$ cat src/core/irq_ctrl_consts.svh
// register offsets, field positions, reset values and timing counts
`ifndef IRQ_CTRL_CONSTS_SVH
`define IRQ_CTRL_CONSTS_SVH
`define IRQC_BASE_ADDR     32'h8000_0500
`define IRQC_OFS_MASKED    8'h00
`define IRQC_OFS_RAW       8'h04
`define IRQC_OFS_ENSET     8'h08
`define IRQC_OFS_ENCLR     8'h0c
`define IRQC_NUM_SRC       28
`define IRQC_FAST_TOP      3
`define IRQC_BIT_BATMON    27
`define IRQC_BIT_MEDIA     3
`define IRQC_BIT_WDOG      2
`define IRQC_BIT_BATLOW    1
`define IRQC_BIT_PF0       0
`define IRQC_ENABLE_RESET  28'h000_0000
`define IRQC_DEBOUNCE_NS   62500
`define IRQC_CLK_PERIOD_NS 10
`define IRQC_DEBOUNCE_CYC \
   ((`IRQC_DEBOUNCE_NS + `IRQC_CLK_PERIOD_NS - 1) / `IRQC_CLK_PERIOD_NS)
`define IRQC_RESP_OKAY     2'b00
`define IRQC_RESP_SLVERR   2'b10
`endif

$ cat src/core/irq_ctrl_pkg.sv
// types shared by the interrupt request controller
`default_nettype none
package irq_ctrl_pkg;
   typedef logic [27:0] src_vec_t;
   typedef logic [12:0] deb_cnt_t;
   typedef enum logic [1:0] {
      wr_idle = 2'b00,
      wr_resp = 2'b01
   } wr_state_e;
endpackage : irq_ctrl_pkg
`default_nettype wire

$ cat src/core/interrupt_request_controller.sv
// interrupt request controller with an axi4-lite register slave
// Notes on behaviour
// RQ1 - four registers decoded at offsets 0x00-0x0c
// RQ2 - masked status is raw AND enable
// RQ3 - raw status shows live source requests
// RQ4 - status registers ignore writes
// RQ5 - bits 31:28 read zero always
// RQ6 - enable-set reads enables, write one enables
// RQ7 - enable-clear one bit disables source
// RQ8 - enable-clear zero bits change nothing
// RQ9 - software avoids reading offsets 0x10-0x18
// RQ10 - bit 27 is battery monitor request
// RQ11 - bits 26-23 are port f pins 7-4
// RQ12 - bits 22-16 timer3 down to serial3
// RQ13 - bits 15-8 sync serial down to timer1
// RQ14 - bits 7-5 port f 3-1, bit 4 audio
// RQ15 - bit 3 media change after 62.5 us
// RQ16 - bit 2 watchdog overflow request
// RQ17 - bit 1 battery low debounced 62.5 us
// RQ18 - bit 0 port f pin 0 fast
// RQ19 - bits 27-4 normal, 3-0 fast request
// RQ20 - enable-set zero bits change nothing
// RQ21 - reset clears every enable bit
// RQ22 - enable-clear always reads zero
// RQ23 - request outputs are OR of masked bits
//
// The AXI4-Lite interface to the registers was left to the implementer.
`default_nettype none
`include "irq_ctrl_consts.svh"
module interrupt_request_controller
   import irq_ctrl_pkg::*;
#(
   parameter int unsigned DEBOUNCE_CYCLES = `IRQC_DEBOUNCE_CYC
) (
   // clock and reset
   input  wire logic        clk_sys,
   input  wire logic        resetn,
   // axi4-lite write address
   input  wire logic [31:0] s_axi_awaddr,
   input  wire logic        s_axi_awvalid,
   output var  logic        s_axi_awready,
   // axi4-lite write data
   input  wire logic [31:0] s_axi_wdata,
   input  wire logic [3:0]  s_axi_wstrb,
   input  wire logic        s_axi_wvalid,
   output var  logic        s_axi_wready,
   // axi4-lite write response
   output var  logic [1:0]  s_axi_bresp,
   output var  logic        s_axi_bvalid,
   input  wire logic        s_axi_bready,
   // axi4-lite read address
   input  wire logic [31:0] s_axi_araddr,
   input  wire logic        s_axi_arvalid,
   output var  logic        s_axi_arready,
   // axi4-lite read data
   output var  logic [31:0] s_axi_rdata,
   output var  logic [1:0]  s_axi_rresp,
   output var  logic        s_axi_rvalid,
   input  wire logic        s_axi_rready,
   // normal sources, bits 27 down to 4
   input  wire logic        battery_monitor_req,
   input  wire logic        port_f7_req,
   input  wire logic        port_f6_req,
   input  wire logic        port_f5_req,
   input  wire logic        port_f4_req,
   input  wire logic        timer3_req,
   input  wire logic        dma_req,
   input  wire logic        usb_req,
   input  wire logic        card_ctrl_req,
   input  wire logic        codec_link_req,
   input  wire logic        smart_card_req,
   input  wire logic        serial3_req,
   input  wire logic        sync_serial_req,
   input  wire logic        display_req,
   input  wire logic        serial2_req,
   input  wire logic        serial1_req,
   input  wire logic        tick_req,
   input  wire logic        calendar_clock_req,
   input  wire logic        timer2_req,
   input  wire logic        timer1_req,
   input  wire logic        port_f3_req,
   input  wire logic        port_f2_req,
   input  wire logic        port_f1_req,
   input  wire logic        audio_codec_req,
   // fast sources and raw pins
   input  wire logic        media_change_in,
   input  wire logic        watchdog_req,
   input  wire logic        no_ext_power_in,
   input  wire logic        battery_good_in,
   input  wire logic        port_f0_fast_req,
   // requests to the core
   output var  logic        irq_out,
   output var  logic        fast_irq_out
);

   src_vec_t  raw_status;
   src_vec_t  enable;
   src_vec_t  masked;
   logic      media_change_req;
   logic      battery_low_req;
   deb_cnt_t  media_cnt;
   deb_cnt_t  batlow_cnt;
   logic      batlow_cond;
   wr_state_e wr_state;
   logic      aw_held;
   logic      w_held;
   logic [7:0]  aw_ofs;
   logic [31:0] w_data;
   logic [3:0]  w_strb;
   logic      wr_fire;
   logic [27:0] wr_bits;

   localparam deb_cnt_t DEB_LAST = deb_cnt_t'(DEBOUNCE_CYCLES - 1);

   // media change debounce: input must stay active the full window
   always_ff @(posedge clk_sys) begin
      if (!resetn) begin
         media_cnt        <= '0;
         media_change_req <= 1'b0;
      end else if (!media_change_in) begin
         media_cnt        <= '0;
         media_change_req <= 1'b0;
      end else if (media_cnt == DEB_LAST) begin
         media_change_req <= 1'b1; // [RQ15]
      end else begin
         media_cnt <= media_cnt + deb_cnt_t'(1);
      end
   end

   // battery low holds while both conditions last
   assign batlow_cond = no_ext_power_in & ~battery_good_in;

   always_ff @(posedge clk_sys) begin
      if (!resetn) begin
         batlow_cnt      <= '0;
         battery_low_req <= 1'b0;
      end else if (!batlow_cond) begin
         batlow_cnt      <= '0;
         battery_low_req <= 1'b0;
      end else if (batlow_cnt == DEB_LAST) begin
         battery_low_req <= 1'b1; // [RQ17]
      end else begin
         batlow_cnt <= batlow_cnt + deb_cnt_t'(1);
      end
   end

   // source order fixes bit positions in every register
   always_ff @(posedge clk_sys) begin
      if (!resetn) begin
         raw_status <= '0;
      end else begin
         raw_status <= {battery_monitor_req, // [RQ10] [RQ3]
                        port_f7_req, port_f6_req,
                        port_f5_req, port_f4_req, // [RQ11]
                        timer3_req, dma_req, usb_req, card_ctrl_req,
                        codec_link_req, smart_card_req,
                        serial3_req, // [RQ12]
                        sync_serial_req, display_req, serial2_req,
                        serial1_req, tick_req, calendar_clock_req,
                        timer2_req, timer1_req, // [RQ13]
                        port_f3_req, port_f2_req, port_f1_req,
                        audio_codec_req, // [RQ14]
                        media_change_req,
                        watchdog_req, // [RQ16]
                        battery_low_req,
                        port_f0_fast_req}; // [RQ18]
      end
   end

   assign masked = raw_status & enable; // [RQ2]

   // no priority among sources; the level follows the masked bits
   always_ff @(posedge clk_sys) begin
      if (!resetn) begin
         irq_out      <= 1'b0;
         fast_irq_out <= 1'b0;
      end else begin
         irq_out      <=
            |masked[`IRQC_NUM_SRC-1:`IRQC_FAST_TOP+1]; // [RQ19] [RQ23]
         fast_irq_out <= |masked[`IRQC_FAST_TOP:0]; // [RQ19] [RQ23]
      end
   end

   // write channel: address and data latched in either order
   assign wr_fire = aw_held & w_held & (wr_state == wr_idle);

   always_ff @(posedge clk_sys) begin
      if (!resetn) begin
         aw_held <= 1'b0;
         aw_ofs  <= 8'h00;
      end else if (s_axi_awvalid && s_axi_awready) begin
         aw_held <= 1'b1;
         aw_ofs  <= s_axi_awaddr[7:0];
      end else if (wr_fire) begin
         aw_held <= 1'b0;
      end
   end

   always_ff @(posedge clk_sys) begin
      if (!resetn) begin
         w_held <= 1'b0;
         w_data <= 32'h0000_0000;
         w_strb <= 4'h0;
      end else if (s_axi_wvalid && s_axi_wready) begin
         w_held <= 1'b1;
         w_data <= s_axi_wdata;
         w_strb <= s_axi_wstrb;
      end else if (wr_fire) begin
         w_held <= 1'b0;
      end
   end

   always_ff @(posedge clk_sys) begin
      if (!resetn) begin
         s_axi_awready <= 1'b1;
         s_axi_wready  <= 1'b1;
      end else begin
         if (s_axi_awvalid && s_axi_awready) s_axi_awready <= 1'b0;
         else if (s_axi_bvalid && s_axi_bready) s_axi_awready <= 1'b1;
         if (s_axi_wvalid && s_axi_wready) s_axi_wready <= 1'b0;
         else if (s_axi_bvalid && s_axi_bready) s_axi_wready <= 1'b1;
      end
   end

   // byte strobes gate which enable bits a write may touch
   generate
      for (genvar b = 0; b < `IRQC_NUM_SRC; b++) begin : g_wbits
         assign wr_bits[b] = w_data[b] & w_strb[b/8];
      end
   endgenerate

   // set and clear writes only ever act on their one bits
   always_ff @(posedge clk_sys) begin
      if (!resetn) begin
         enable <= `IRQC_ENABLE_RESET; // [RQ21]
      end else if (wr_fire && aw_ofs == `IRQC_OFS_ENSET) begin
         enable <= enable | wr_bits; // [RQ6] [RQ20]
      end else if (wr_fire && aw_ofs == `IRQC_OFS_ENCLR) begin
         enable <= enable & ~wr_bits; // [RQ7] [RQ8]
      end
   end

   always_ff @(posedge clk_sys) begin
      if (!resetn) begin
         wr_state     <= wr_idle;
         s_axi_bvalid <= 1'b0;
         s_axi_bresp  <= `IRQC_RESP_OKAY;
      end else unique case (wr_state)
         wr_idle: if (wr_fire) begin
            wr_state     <= wr_resp;
            s_axi_bvalid <= 1'b1;
            // status writes accepted and dropped [RQ4]
            s_axi_bresp  <= (aw_ofs[7:4] == 4'h0 && aw_ofs[1:0] == 2'b00)
                            ? `IRQC_RESP_OKAY : `IRQC_RESP_SLVERR; // [RQ1]
         end
         wr_resp: if (s_axi_bready) begin
            wr_state     <= wr_idle;
            s_axi_bvalid <= 1'b0;
         end
      endcase
   end

   // read channel: one outstanding read, answer one cycle after address
   always_ff @(posedge clk_sys) begin
      if (!resetn) begin
         s_axi_arready <= 1'b1;
         s_axi_rvalid  <= 1'b0;
         s_axi_rdata   <= 32'h0000_0000;
         s_axi_rresp   <= `IRQC_RESP_OKAY;
      end else if (s_axi_arvalid && s_axi_arready) begin
         s_axi_arready <= 1'b0;
         s_axi_rvalid  <= 1'b1;
         s_axi_rresp   <= `IRQC_RESP_OKAY;
         unique case (s_axi_araddr[7:0])
            `IRQC_OFS_MASKED: s_axi_rdata <= {4'h0, masked}; // [RQ1] [RQ5]
            `IRQC_OFS_RAW:    s_axi_rdata <= {4'h0, raw_status}; // [RQ3]
            `IRQC_OFS_ENSET:  s_axi_rdata <= {4'h0, enable}; // [RQ6]
            `IRQC_OFS_ENCLR:  s_axi_rdata <= 32'h0000_0000; // [RQ22]
            default: begin
               // reserved offsets answer zero with an error
               s_axi_rdata <= 32'h0000_0000;
               s_axi_rresp <= `IRQC_RESP_SLVERR;
            end
         endcase
      end else if (s_axi_rvalid && s_axi_rready) begin
         s_axi_rvalid  <= 1'b0;
         s_axi_arready <= 1'b1;
      end
   end

   // checks
   property p_masked_and;
      @(posedge clk_sys) disable iff (!resetn)
      1'b1 |=> (irq_out == |$past(masked[27:4])) &&
               (fast_irq_out == |$past(masked[3:0]));
   endproperty
   a_masked_and: assert property (p_masked_and) // [RQ19] [RQ23]
      else $error("request outputs do not follow masked status");

   property p_set_write;
      @(posedge clk_sys) disable iff (!resetn)
      (wr_fire && aw_ofs == `IRQC_OFS_ENSET) |=>
         ((enable & $past(wr_bits)) == $past(wr_bits)) &&
         ((enable & $past(enable)) == $past(enable));
   endproperty
   a_set_write: assert property (p_set_write) // [RQ20]
      else $error("enable-set write lost or cleared bits");

   property p_clr_write;
      @(posedge clk_sys) disable iff (!resetn)
      (wr_fire && aw_ofs == `IRQC_OFS_ENCLR) |=>
         (enable == ($past(enable) & ~$past(wr_bits)));
   endproperty
   a_clr_write: assert property (p_clr_write) // [RQ7]
      else $error("enable-clear write wrong result");

   property p_status_ro;
      @(posedge clk_sys) disable iff (!resetn)
      (wr_fire && aw_ofs[7:3] == 5'h00) |=> $stable(enable);
   endproperty
   a_status_ro: assert property (p_status_ro) // [RQ4]
      else $error("status write changed enables");

   property p_reserved_zero;
      @(posedge clk_sys) disable iff (!resetn)
      s_axi_rvalid |-> s_axi_rdata[31:28] == 4'h0;
   endproperty
   a_reserved_zero: assert property (p_reserved_zero) // [RQ5]
      else $error("reserved bits read nonzero");

   property p_clr_reads_zero;
      @(posedge clk_sys) disable iff (!resetn)
      (s_axi_arvalid && s_axi_arready &&
       s_axi_araddr[7:0] == `IRQC_OFS_ENCLR) |=> (s_axi_rdata == 32'h0);
   endproperty
   a_clr_reads_zero: assert property (p_clr_reads_zero) // [RQ22]
      else $error("enable-clear read nonzero");

   property p_media_deb;
      @(posedge clk_sys) disable iff (!resetn)
      $rose(media_change_req) |-> media_cnt == DEB_LAST;
   endproperty
   a_media_deb: assert property (p_media_deb) // [RQ15]
      else $error("media change raised before debounce");

   property p_batlow_drop;
      @(posedge clk_sys) disable iff (!resetn)
      !batlow_cond |=> !battery_low_req;
   endproperty
   a_batlow_drop: assert property (p_batlow_drop) // [RQ17]
      else $error("battery low held without condition");

   property p_enable_reset;
      @(posedge clk_sys)
      !resetn |=> enable == 28'h0;
   endproperty
   a_enable_reset: assert property (p_enable_reset) // [RQ21]
      else $error("enables not cleared by reset");

endmodule : interrupt_request_controller
`default_nettype wire

$ cat config.mk
export PLATFORM = sky130hd
export DESIGN_NAME = interrupt_request_controller
export DESIGN_NICKNAME = d
export VERILOG_FILES = /design/src/core/irq_ctrl_pkg.sv /design/src/core/interrupt_request_controller.sv
export VERILOG_INCLUDE_DIRS = /design/src /design/src/core
export SDC_FILE = /design/constraint.sdc
export NUM_CORES = 1
export LEC_CHECK = 0
export CORE_ASPECT_RATIO = 0.5
export CORE_UTILIZATION = 40
export DETAILED_ROUTE_END_ITERATION = 7
export DONT_BUFFER_PORTS = 1
export SETUP_SLACK_MARGIN = 0.2
export SLEW_MARGIN = 10
export SYNTH_ARGS = -nofsm -noshare
export SYNTH_HDL_FRONTEND = slang
export SYNTH_SLANG_ARGS = --single-unit
$ cat constraint.sdc
create_clock -name clk_sys -period 2.9 [get_ports clk_sys]
set_input_delay 0.87 -clock clk_sys [delete_from_list [all_inputs] [get_ports clk_sys]]
set_output_delay 0.87 -clock clk_sys [all_outputs]
set_load 0.1 [all_outputs]
### Word level (Yosys, flattened, before mapping)

Cells that the tools add are included.
Widths: inputs -> output; s select.

* bits of input ports: 136
* register bits after elaboration: 171
* output and inout bits: 43

* muxes and demuxes: 21
* $add $sub $neg: 2
* equality and inequality tests: 10
* reduce and logical (&&, ||, !) cells: 25
* bitwise logic cells: 36

Operators by type and width (number)
* $pmux 28 s3: 1
* $and 28x28->28: 2
* $mux 28: 2
* $eq 8x4->1 const B: 4
* $and 1x1->1: 31
* $not 28->28: 1
* $or 28x28->28: 1
* $add 13x1->13 const B: 2
* $eq 13x13->1 const B: 2
* $reduce_or 24->1: 1
* $mux 1: 12
* $reduce_bool 2->1: 6
* $eq 8x3->1 const B: 1
* $logic_and 1x1->1: 8
* $logic_not 8->1: 1
* $mux 2: 4
* $reduce_and 2->1: 4
* $reduce_or 4->1: 2
* $logic_not 2->1: 2
* $logic_not 4->1: 1
* $ne 2x2->1 const B: 2
* $pmux 2 s2: 1
* $eq 2x1->1 const B: 1
* $pmux 1 s2: 1
* $not 1->1: 1

### Logic depth before layout (Yosys ltp)

* word-level depth: 5
* depth in mapped cells: 6
* gate-level depth less buffers: 6

### Worst setup path after synthesis

Ideal clock, no wire load.

* kind: flip-flop to flip-flop
* start: register s_axi_bvalid
* end: register (tool-made name)
* data required time: 2829 ps
* buffers on the path: 1
* cell stages (with the launch flop): 6
* arrival: 2189 ps
* slack: 640 ps
* cells stage by stage: dfxtp_1 -> nand4b_1 -> or4_4 -> buf_6 -> or3_1 -> a21oi_1

RTL lines
* start, declared: RTL line interrupt_request_controller.sv:49 `output var logic s_axi_bvalid,`
* start signal, assigned: RTL line interrupt_request_controller.sv:246 `s_axi_bvalid <= 1'b0;`
* start signal, assigned: RTL line interrupt_request_controller.sv:251 `s_axi_bvalid <= 1'b1;`
* start signal, assigned: RTL line interrupt_request_controller.sv:258 `s_axi_bvalid <= 1'b0;`

==> metrics <==
status=finished, violations left; failing checks=design-rule violations; #FFs+latches synth=approximately 160; P_int=3.619 mW; Final Power=between 4 and 5 mW; switching share of power=25.06%; antenna violations before repair=0; max-cap viol count=0; global-route wire length before repair=between 20000 and 25000 µm; gpl congestion=0.7971; vias per cell=approximately 5.3; Setup-failing EPs final=0; Sink Count=between 150 and 200; worst-margin pin slew=a little under 1000 ps; PwrDens=669.1 nW/µm²; largest family of logic cells by synthesized area=simple AND/OR/NAND/NOR gates; via count=between 4000 and 5000; final slew viol count=0; Post-Synth XOR/XNOR Area=under 10%; slowest cell on the critical path=or4_4; reg-to-reg slack, setup=between 800 and 900 ps; Final Hold Vio Count=0; sequential-to-total area share from yosys stat=between 50% and 60%; clock share of power=44.8%; Setup crit start kind=flop; Max VDD drop=approximately 0.49 mV; hold buffers post-CTS=0; Synth cell types=36; chip width=179.1 µm; Avg Inst Size Synth=around 9 µm²; Resize count post-CTS=0; Worst Hold Class=reg2reg; hold path depth=2; layout cells sized above 1=between 10% and 20%; crit-path cells=or4_4 -> or4_1 -> or3_1 -> a21oi_1; CTS HTree Levels=4; hold_sp=aw_ofs[1]$_SDFFE_PN0P_; die area=~16000 µm²; Critical Path Sink Type=flop; post-DP HPWL=around 10000 µm; Initial DRT Pass Iterations=7; CORE AREA=14890 µm²; Fillers=between 1000 and 1500; Worst-Skew Late Latency=around 420 ps; Nets=approximately 870; global route overflow=0; routed wl met3=944 µm; FFs w/ async S/R, synth=0%; Synth Area in Adders=less than 1%; WL/cell=15.98 µm; Routed Antenna Nets=0; num ports=~180; Synth Instances=710; WL met1=around 6900 µm; clock root buffer=clkbuf_16; CP Buf/Inv Count=0; clock buffer depth=2; Net Sw Power=1.210 mW; WP depth=4; number of global-route vias before repair=4817; final WL=15020 µm; ys flop type=dfxtp_1; DIE HEIGHT=around 91 µm; EDFF count, synth=0; Post-Syn Area=6270 µm²; Logic pwr share=roughly 6.5%; CTS tree=done; Max-Slew Margin vs Limit=34.86%; row count=31; Post-CTS Setup Bufs=0; n_diodes=0; worst r2r src=aw_ofs[7]$_SDFFE_PN0P_; clock transition at the registers of the reported paths=roughly 70 ps; WHS Endpoint=aw_ofs[1]$_SDFFE_PN0P_; Leak Pwr=2.595 nW; Layout area overhead=15.11%; worst reg2reg path depth=4; Max Clock Skew=13.05 ps; mux contribution to synthesized area=0%; RSZ-0062 raised after global routing=no; Flop pwr share=roughly half; period utilization=72.25%; CP arrival=2430 ps; Max Freq=roughly 480 MHz; Compound-Gate Fraction of Synth Area=about a fifth; Starting Density=~42%; area fraction in and, or, nand and nor cells after synthesis=between 20% and 30%; Ys Warns=0; Global Route Usage Sum=between 10% and 20%; crit-path max FO=6; top sig layer=met4; IO Port Bufs=0; Worst Setup Path Type=reg2reg; critical path's top delay family=simple AND/OR/NAND/NOR gates; largest net degree at the start of global routing=between 40 and 50; DRT iter0 DRCs=~250; TritonCTS buffer count=17; fin crit period=2095 ps; Final TNS setup=0 ps; DRC Markers=16; met2 WL post-DR=between 6000 and 7000 µm; slowest stage delay, CP=600 ps; worst endpoint required time=between 3000 and 4000 ps
[cell families (layout without fill, tap and decap cells)]
kind of cell / count (synthesis) / count (layout)
compound gates: 190 / 190
flops: 163 / 163
other cells: 1 / 6
xor+xnor: 21 / 21
simple gates: 252 / 252
fa+ha+maj: 4 / 4
buf+inv: 79 / 106
[power by group through the flow]
stage	Combinational (mW)	Clock (mW)	Sequential (mW)
5_1_grt	0.347	2.33	2.36
3_3_place_gp	0.314	0	2.40
6_report	0.315	2.17	2.35
3_5_place_dp	0.317	0	2.40
2_1_floorplan	0.233	0	2.44
4_1_cts	0.319	2.21	2.35
[layout by cell type, fill, tap and decap left out, types with 3 or more instances in the layout]
| cell | instances |
|---|---|
| buf_4 | 42 |
| or4_4 | 3 |
| and2_1 | 31 |
| a21oi_1 | 83 |
| or3_1 | 20 |
| clkinvlp_4 | 3 |
| nor4b_1 | 5 |
| a311oi_1 | 9 |
| nand3_1 | 10 |
| xnor2_1 | 5 |
| dfxtp_1 | 163 |
| nor2_1 | 59 |
| o21ai_0 | 25 |
| clkinv_4 | 3 |
| inv_1 | 30 |
| nand4_1 | 11 |
| xor2_1 | 16 |
| conb_1 | 6 |
| clkbuf_16 | 17 |
| nor3_1 | 4 |
| nand2_1 | 90 |
| and4_1 | 7 |
| a211oi_1 | 3 |
| ha_1 | 4 |
| o22ai_1 | 28 |
| nand3b_1 | 3 |
| nand2b_1 | 3 |
| a2bb2oi_1 | 28 |
| a22oi_1 | 14 |
[metrics by stage]
stage                     hold slack, ps  instance area (µm²)  setup slack [ps]  util [%]  std cells
after floorplan                    416.0                 6289             640.2         -        715
after global placement             439.5                 6646             853.2     44.62        908
after detailed placement           444.5                 6646             829.8     44.62        908
after CTS                          453.5                 7217             805.2     48.45        940
after global routing               479.1                 7217             706.5     48.45        940
final                              451.9                 7217             804.6     48.45        940
[worst register-to-register path: stages (launching register included)]
cell	delay, ps
dfxtp_1	310
or4_4	600
or4_1	600
or3_1	350
a21oi_1	150
[synthesized netlist by cell type, types with 5 or more instances]
cell type,instances,area (µm²)
a22oi_1,14,105.1
o21ai_0,25,125.1
xor2_1,16,140.1
buf_4,6,45.04
nand2_1,90,337.8
or3_1,20,125.1
nand4_1,11,68.82
a2bb2oi_1,28,245.2
o22ai_1,28,175.2
and2_1,31,193.9
and4_1,7,61.31
nor2_1,59,221.5
dfxtp_1,163,3263
nand3_1,10,50.05
inv_1,30,112.6
nor4b_1,5,43.79
xnor2_1,5,43.79
a21oi_1,83,415.4
clkbuf_1,36,135.1
a311oi_1,9,78.83
[layer usage]
metal  vias up  GRT usage (%)
li1       2503              -
met1      2366          24.73
met2       103          30.63
met3        18          6.019
met4         0          6.497
met5         -              0
[worst max path at each step]
stage,end,slack [ps],startpoint
final,flop,800,aw_ofs[7]$_SDFFE_PN0P_
after CTS,flop,810,aw_ofs[7]$_SDFFE_PN0P_
after floorplan,flop,640,s_axi_bvalid$_SDFFE_PN0P_
after global routing,flop,710,aw_ofs[7]$_SDFFE_PN0P_
after global placement,flop,850,aw_ofs[7]$_SDFFE_PN0P_
after detailed placement,flop,830,aw_ofs[7]$_SDFFE_PN0P_
[layout make-up]
type	instances	area [µm²]	area share [%]
repair buffers	43	335.3	4.646
multi-input cells	473	2684	37.19
clock inverters	12	123.9	1.716
flip-flops and latches	163	3263	45.21
inverters	31	116.4	1.612
clock buffers	20	446.7	6.189
well taps	198	247.7	3.433
Note: power is estimated with default switching activity, not from simulation.
